===== src/design/ips_defines.vh =====
// Constants for the peripheral interrupt priority select block.
// Assumes inclusion by bare name from the design files of this block.
`ifndef IPS_DEFINES_VH
`define IPS_DEFINES_VH
// ----------------------------------------
// Register map
// ----------------------------------------
`define IPS_ADDR_W 4
`define IPS_OFS_PRIO_ONE 4'h0
`define IPS_OFS_RESET_CTRL 4'h1
`define IPS_OFS_PEND 4'h2
`define IPS_OFS_ENABLE 4'h3
`define IPS_OFS_STATUS 4'h4
`define IPS_OFS_PRIO_TWO 4'h5
// ----------------------------------------
// Field positions
// ----------------------------------------
`define IPS_BIT_CONVERTER 6
`define IPS_BIT_SERIAL_RX 5
`define IPS_BIT_SERIAL_TX 4
`define IPS_BIT_CAPTURE 2
`define IPS_BIT_TIMER2 1
`define IPS_BIT_TIMER1 0
`define IPS_BIT_LEVELS_EN 7
`define IPS_PRIO_MASK 8'h77
`define IPS_PRIO_RESET 8'h77
`define IPS_RESET_CTRL_RESET 8'h00
`define IPS_ZERO_BYTE 8'h00
`endif


===== src/design/ips_prio_reg.v =====
// Priority register with writable mask and unimplemented bits.
// Assumes synchronous active-high reset on the same clock as the writer.
`include "ips_defines.vh"
module ips_prio_reg (
  input wire ref_clk_i,
  input wire reset_i,
  input wire wr_i,
  input wire [7:0] wdata_i,
  output reg [7:0] value_o
);
  always @(posedge ref_clk_i) begin
    if (reset_i) begin
      value_o <= `IPS_PRIO_RESET;
    end else if (wr_i) begin
      value_o <= wdata_i & `IPS_PRIO_MASK;
    end
  end
endmodule


===== src/design/ips_steer.v =====
// Per-source steering of requests onto the high or low request line.
// Assumes same-clock pending, enable and priority inputs.
`include "ips_defines.vh"
module ips_steer (
  input wire [7:0] pend_i,
  input wire [7:0] enable_i,
  input wire [7:0] prio_i,
  input wire levels_en_i,
  output wire [7:0] high_o,
  output wire [7:0] low_o
);
  genvar g;
  generate
    for (g = 0; g < 8; g = g + 1) begin : src
      wire act;
      assign act = pend_i[g] & enable_i[g];
      // Single level mode sends everything high, as the legacy core did
      assign high_o[g] = act & (~levels_en_i | prio_i[g]);
      assign low_o[g] = act & levels_en_i & ~prio_i[g];
    end
  endgenerate
endmodule


===== src/design/ips_top.v =====
// Peripheral interrupt priority select: priority register, level enable,
// pending/enable registers and high/low request steering.
// Assumes a same-clock register port master and external pending event pins.
//
// Notes on behaviour
// - Every peripheral source owns a priority bit, all in the first priority register.
// - Priority bits only matter while the priority levels enable is set.
// - Bit 6 is the converter priority, 1 high and 0 low.
// - Bit 5 is the serial receive priority, 1 high and 0 low.
// - Bit 4 is the serial transmit priority, 1 high and 0 low.
// - Bit 2 is the capture/compare priority, 1 high and 0 low.
// - Bit 1 is the timer-2 match priority, 1 high and 0 low.
// - Bit 0 is the timer-1 overflow priority, 1 high and 0 low.
// - Bits 7 and 3 of the first priority register read as zero.
// - Implemented priority bits reset to 1 on every reset and are read/write.
// - The levels enable is bit 7 of the reset control register, 1 for two levels.
//
// Implementation choices: the register addresses and strobed register access.
`include "ips_defines.vh"
module ips_top (
  input wire ref_clk_i,
  input wire reset_i,
  input wire [3:0] addr_i,
  input wire [7:0] wdata_i,
  input wire wr_i,
  input wire rd_i,
  output reg [7:0] rdata_o,
  input wire converter_evt_i,
  input wire serial_rx_evt_i,
  input wire serial_tx_evt_i,
  input wire capture_evt_i,
  input wire timer2_evt_i,
  input wire timer1_evt_i,
  output reg irq_high_o,
  output reg irq_low_o
);
  // ----------------------------------------
  // Event synchronisers
  // ----------------------------------------
  wire [7:0] evt_raw;
  reg [7:0] evt_meta_r;
  reg [7:0] evt_sync_r;
  reg [7:0] evt_prev_r;
  wire [7:0] evt_rise;
  assign evt_raw = {1'b0, converter_evt_i, serial_rx_evt_i, serial_tx_evt_i,
                    1'b0, capture_evt_i, timer2_evt_i, timer1_evt_i};
  always @(posedge ref_clk_i) begin
    if (reset_i) begin
      evt_meta_r <= 8'h00;
      evt_sync_r <= 8'h00;
      evt_prev_r <= 8'h00;
    end else begin
      evt_meta_r <= evt_raw;
      evt_sync_r <= evt_meta_r;
      evt_prev_r <= evt_sync_r;
    end
  end
  assign evt_rise = evt_sync_r & ~evt_prev_r;
  // ----------------------------------------
  // Registers
  // ----------------------------------------
  wire [7:0] prio_one;
  wire wr_prio;
  reg [7:0] prio_two_r;
  reg levels_en_r;
  reg [7:0] pend_r;
  reg [7:0] pend_nxt;
  reg [7:0] enable_r;
  assign wr_prio = wr_i && (addr_i == `IPS_OFS_PRIO_ONE);
  ips_prio_reg u_prio (
    .ref_clk_i(ref_clk_i),
    .reset_i(reset_i),
    .wr_i(wr_prio),
    .wdata_i(wdata_i),
    .value_o(prio_one)
  );
  // Second priority register kept as a plain holder for sources not in this block
  always @(posedge ref_clk_i) begin
    if (reset_i) begin
      prio_two_r <= 8'hFF;
    end else if (wr_i && (addr_i == `IPS_OFS_PRIO_TWO)) begin
      prio_two_r <= wdata_i;
    end
  end
  always @(posedge ref_clk_i) begin
    if (reset_i) begin
      levels_en_r <= 1'b0;
    end else if (wr_i && (addr_i == `IPS_OFS_RESET_CTRL)) begin
      levels_en_r <= wdata_i[`IPS_BIT_LEVELS_EN];
    end
  end
  // Writing 1 clears a pending bit; a new event in the same cycle wins
  always @* begin
    pend_nxt = pend_r;
    if (wr_i && (addr_i == `IPS_OFS_PEND)) begin
      pend_nxt = pend_r & ~wdata_i;
    end
    pend_nxt = (pend_nxt | evt_rise) & `IPS_PRIO_MASK;
  end
  always @(posedge ref_clk_i) begin
    if (reset_i) begin
      pend_r <= 8'h00;
      enable_r <= 8'h00;
    end else begin
      pend_r <= pend_nxt;
      if (wr_i && (addr_i == `IPS_OFS_ENABLE)) begin
        enable_r <= wdata_i & `IPS_PRIO_MASK;
      end
    end
  end
  // ----------------------------------------
  // Steering
  // ----------------------------------------
  wire [7:0] high_req;
  wire [7:0] low_req;
  ips_steer u_steer (
    .pend_i(pend_r),
    .enable_i(enable_r),
    .prio_i(prio_one),
    .levels_en_i(levels_en_r),
    .high_o(high_req),
    .low_o(low_req)
  );
  always @(posedge ref_clk_i) begin
    if (reset_i) begin
      irq_high_o <= 1'b0;
      irq_low_o <= 1'b0;
    end else begin
      irq_high_o <= |high_req;
      irq_low_o <= |low_req;
    end
  end
  // ----------------------------------------
  // Read port
  // ----------------------------------------
  wire [7:0] prio_view;
  assign prio_view = {1'b0,
                      prio_one[`IPS_BIT_CONVERTER],
                      prio_one[`IPS_BIT_SERIAL_RX],
                      prio_one[`IPS_BIT_SERIAL_TX],
                      1'b0,
                      prio_one[`IPS_BIT_CAPTURE],
                      prio_one[`IPS_BIT_TIMER2],
                      prio_one[`IPS_BIT_TIMER1]};
  always @(posedge ref_clk_i) begin
    if (reset_i) begin
      rdata_o <= `IPS_ZERO_BYTE;
    end else if (rd_i) begin
      if (addr_i == `IPS_OFS_PRIO_ONE) begin
        rdata_o <= prio_view;
      end else if (addr_i == `IPS_OFS_RESET_CTRL) begin
        rdata_o <= {levels_en_r, 7'h00};
      end else if (addr_i == `IPS_OFS_PEND) begin
        rdata_o <= pend_r;
      end else if (addr_i == `IPS_OFS_ENABLE) begin
        rdata_o <= enable_r;
      end else if (addr_i == `IPS_OFS_STATUS) begin
        rdata_o <= {6'h00, irq_low_o, irq_high_o};
      end else if (addr_i == `IPS_OFS_PRIO_TWO) begin
        rdata_o <= prio_two_r;
      end else begin
        rdata_o <= `IPS_ZERO_BYTE;
      end
    end else begin
      // Data stand only in the cycle after the read
      rdata_o <= `IPS_ZERO_BYTE;
    end
  end
endmodule


===== config.mk =====
export PLATFORM = sky130hd
export DESIGN_NAME = ips_top
export DESIGN_NICKNAME = d
export VERILOG_FILES = /design/src/design/ips_prio_reg.v /design/src/design/ips_steer.v /design/src/design/ips_top.v
export VERILOG_INCLUDE_DIRS = /design/src /design/src/design
export SDC_FILE = /design/constraint.sdc
export NUM_CORES = 1
export LEC_CHECK = 0
export ABC_AREA = 1
export BUFFER_PORTS_ARGS = -buffer_cell sky130_fd_sc_hd__buf_2
export CORE_MARGIN = 2
export CORE_UTILIZATION = 50
export DETAILED_ROUTE_END_ITERATION = 8
export GPL_ROUTABILITY_DRIVEN = 0
export PLACE_DENSITY = 0.74
export SLEW_MARGIN = 0
export SYNTH_ARGS = -nofsm -noshare
export SYNTH_HDL_FRONTEND = slang
export SYNTH_SLANG_ARGS = --single-unit

===== constraint.sdc =====
create_clock -name ref_clk_i -period 1 [get_ports ref_clk_i]
set_input_delay 0.15 -clock ref_clk_i [delete_from_list [all_inputs] [get_ports ref_clk_i]]
set_output_delay 0.15 -clock ref_clk_i [all_outputs]
set_load 0.1 [all_outputs]

==> qor.yml <==
run_status:
  status: "complete, but fails checks"
  violations: "setup timing"
placement:
  dp_hpwl_mm: 3.637
  port-buffer-count: 31
  pre_cts_setup_slack_ps: -117.9
synthesis:
  synth_seq_cells: 55
  largest_family_of_logic_cells_by_synthesized_area: "simple AND/OR/NAND/NOR gates"
  number_of_library_cell_types_mapped_by_synthesis: 23
  synth_area_leader_cell: "dfxtp_1"
  postSynthCellCount: 298
  basic_gate_share_of_the_synthesized_area_counting_and_or_nand_and_nor_cells_pct: 33.24
  ys_top_cells_by_area: "dfxtp_1 (50%), nand2_1 (11%), nand3_1 (8.4%)"
  synth-edff-count: 0
  synth_flop_cell: "dfxtp_1"
  postSynthNetCount: 320
  yosys-mux-area-fraction_pct: 0
  synth_adder_area_share_pct: 0
  netlist_area_um2: 2198
  post_synth_arst_share_pct: 0
  post-synth-top-area-fraction_pct: 50.09
  synth-seq-area-share_pct: 50.09
  synth_compound_area_share_pct: 7.570
  syn_area_per_cell_um2: 7.377
  share_of_the_synthesized_netlist_area_taken_by_xor_and_xnor_gates_pct: 0
  synth.yosys.warnings: 0
drt:
  route.detailed.vias_per_inst: 4.990
  drt_first_iter_violations: 171
  vias_after_detailed_routing: 1976
  remaining_antenna_violation_count_after_routing: 0
  post-route-drc-count: 0
  route.detailed.wl_per_inst_um: 12.36
  first_pass_drt_iterations: 4
  drt_wl_total_mm: 4.894
timing:
  timing.final.hold_violations: 0
  hold_slack_ps: 28.35
  slew_worst_pin_ps: 275.1
  final_critical_path_setup_slack_ps: -4.573
  timing.setup.tns_ps: -6.060
  final_count_of_negative_setup_slack_endpoints: 2
  fmaxAchievable_mhz: 995.4
  finalWorstPathRequiredPeriod_ps: 1005
  final-max-slew-violation-count: 0
  timing.max_slew.rel_slack_pct: 81.61
  fin_worst_skew_ps: 2.958
  rsz_0062_raised_after_global_routing: "yes"
  post-route-period-util_pct: 100.5
clock_tree:
  clock_insertion_delay_worst_skew_ps: 310
  clock_root_buffer: "clkbuf_8"
  cts_hold_repair.buffers: 0
  cts-buffers-inserted: 5
  clkTransAtPathRegs_ps: 100
  cts.sink_count: 55
  clock_path_buffers: 2
  tritoncts_clock_tree: "built"
  clock_tree.htree_level_count: 2
pwr:
  p_per_area_nw_per_um2: 1495
  max-vdd-ir-drop_v: 0.001050
  leakage_nw: 1.279
critical_path:
  setup.worst_path.start_class: "register"
  critical-path-top-delay-family: "flip-flops"
  worstSetupStartpoint: "levels_en_r"
  critPathRequiredTime_ps: 1240
  critical_path_arrival_ps: 1250
  crit_path_top_delay_cell: "dfxtp_4"
  cp_slowest_stage_delay_ps: 410
  endpoint_kind: "register"
  path_max_fanout: 6
  worst-path-buf-inv: 0
  worstPathCellList: "nand2_2, o22ai_2, nor2_1, a21oi_2"
  timing_worst_setup_path_type: "reg2reg"
  critical_path.reg2reg.startpoint: "levels_en_r"
finish:
  drive_gt1_share_pct: 27.91
  count_of_nets_after_finishing: 365
  antenna_cells: 0
  area_delta_synth_final_pct: 27.66
  post-route-util_pct: 65.36
min_path:
  holdCritStartpoint: "serial_rx_evt_i"
  hold_path_class: "in2reg"
global_route:
  grt_antenna_before_repair: 0
  grt_max_degree: 23
  globalRoute.totalOverflow: 0
  wire_length_of_the_first_global_routing_pass_mm: 7.859
  groute.usage.overall_pct: 20.41
  vias_in_the_first_global_route: 1757
floorplanning:
  core_box_area_um2: 4294
  die_width_um: 70.31
  io_pins: 32
  row_count: 24
  die_area_um2: 4943
  initial_utilization_pct: 51.19
  dieHeight_um: 70.31
flow_run:
  max_cap_viol_count: 0
## sequential cells by signal, summed over array words and instances (netlist names)
name / flops
pend_r: 6
irq_low_o: 1
prio_two_r: 8
evt_sync_r: 6
irq_high_o: 1
u_prio.value_o: 6
evt_meta_r: 6
evt_prev_r: 6
levels_en_r: 1
rdata_o: 8
enable_r: 6
## cell usage in the layout (no fill, tap or decap)
| master | n |
|---|---|
| dfxtp_2 | 12 |
| dfxtp_4 | 3 |
| nand2_1 | 62 |
| buf_4 | 16 |
| buf_2 | 21 |
| nand2_2 | 7 |
| nor3_2 | 2 |
| nand3_2 | 2 |
| nor2_2 | 3 |
| inv_1 | 32 |
| inv_6 | 1 |
| o22ai_1 | 2 |
| nand3_1 | 36 |
| nor2_8 | 1 |
| nor3_1 | 3 |
| nor2_4 | 3 |
| a31oi_1 | 2 |
| inv_2 | 6 |
| o22ai_2 | 1 |
| clkinv_4 | 1 |
| a21oi_1 | 20 |
| a21oi_2 | 1 |
| clkbuf_8 | 5 |
| bufinv_16 | 1 |
| o21ai_1 | 1 |
| nor2_1 | 45 |
| dfxtp_1 | 40 |
| buf_12 | 10 |
| o21ai_0 | 5 |
## final timing paths
path / endpoint / slack, ps / cells past startpoint
max: irq_low_o / -5 / 4
max reg2reg: irq_low_o / -5 / 4
min: evt_meta_r[5] / 30 / 3
min reg2reg: evt_sync_r[1] / 410 / 2
## worst reg2reg max path, cell delays in order (launching register included)
cell and delay, ps:
dfxtp_4 410, nand2_2 90, o22ai_2 200, nor2_1 90, a21oi_2 150
## cells by family (layout without fill, tap and decap cells)
family | after synthesis | in the layout
flip-flops | 55 | 55
AND/OR/NAND/NOR | 164 | 164
buffers and inverters | 47 | 93
AO/OA/AOI/OAI | 32 | 32
## per-stage QoR
stage	cell area, µm²	total power, mW	std cells
CTS	2769	4.231	396
finish	2806	4.196	396
global placement	2641	2.725	387
floorplan	2216	2.571	298
detailed placement	2641	2.734	387
global route	2806	4.334	396
## synthesized netlist by cell type, types with 2 or more instances
master    count
inv_2         4
nor2_2        3
a31oi_1       2
o21ai_0       5
clkbuf_1      3
nor2_4        3
inv_1        34
o22ai_1       3
nor2_1       45
nand2_1      65
buf_2         2
nor3_1        5
dfxtp_1      55
nand3_1      37
nand2_2       4
a21oi_1      21
## final cells by class
cell class                 count  area, µm²
fill                         382       1488
sequential                    55       1127
multi-input combinational    196      929.6
timing repair buffer          47      425.4
inverter                      38      142.6
clock buffer                   5      68.82
tap                           52      65.06
clock inverter                 3      47.55
## power breakdown
group / internal [mW] / leakage [nW] / switching, mW / total (mW)
Clock: 0.759 / 0.0587 / 0.747 / 1.51
Combinational: 0.148 / 0.763 / 0.248 / 0.396
Sequential: 2.25 / 0.457 / 0.0435 / 2.29
Total: 3.16 / 1.28 / 1.04 / 4.20
## metal layers
metal / track usage (%) / up-vias / routed length (µm)
li1: - / 1024 / -
met1: 24.34 / 878 / 2204
met2: 35.01 / 61 / 2325
met3: 4.473 / 13 / 233
met4: 8.974 / 0 / 131
met5: 0 / - / 0
## timing repair
item                       CTS  global route
resized for setup            2            14
setup endpoints to repair    6            10
buffers inserted             1             0
pin swaps                    0             3
Note: power is estimated with default switching activity, not from simulation.
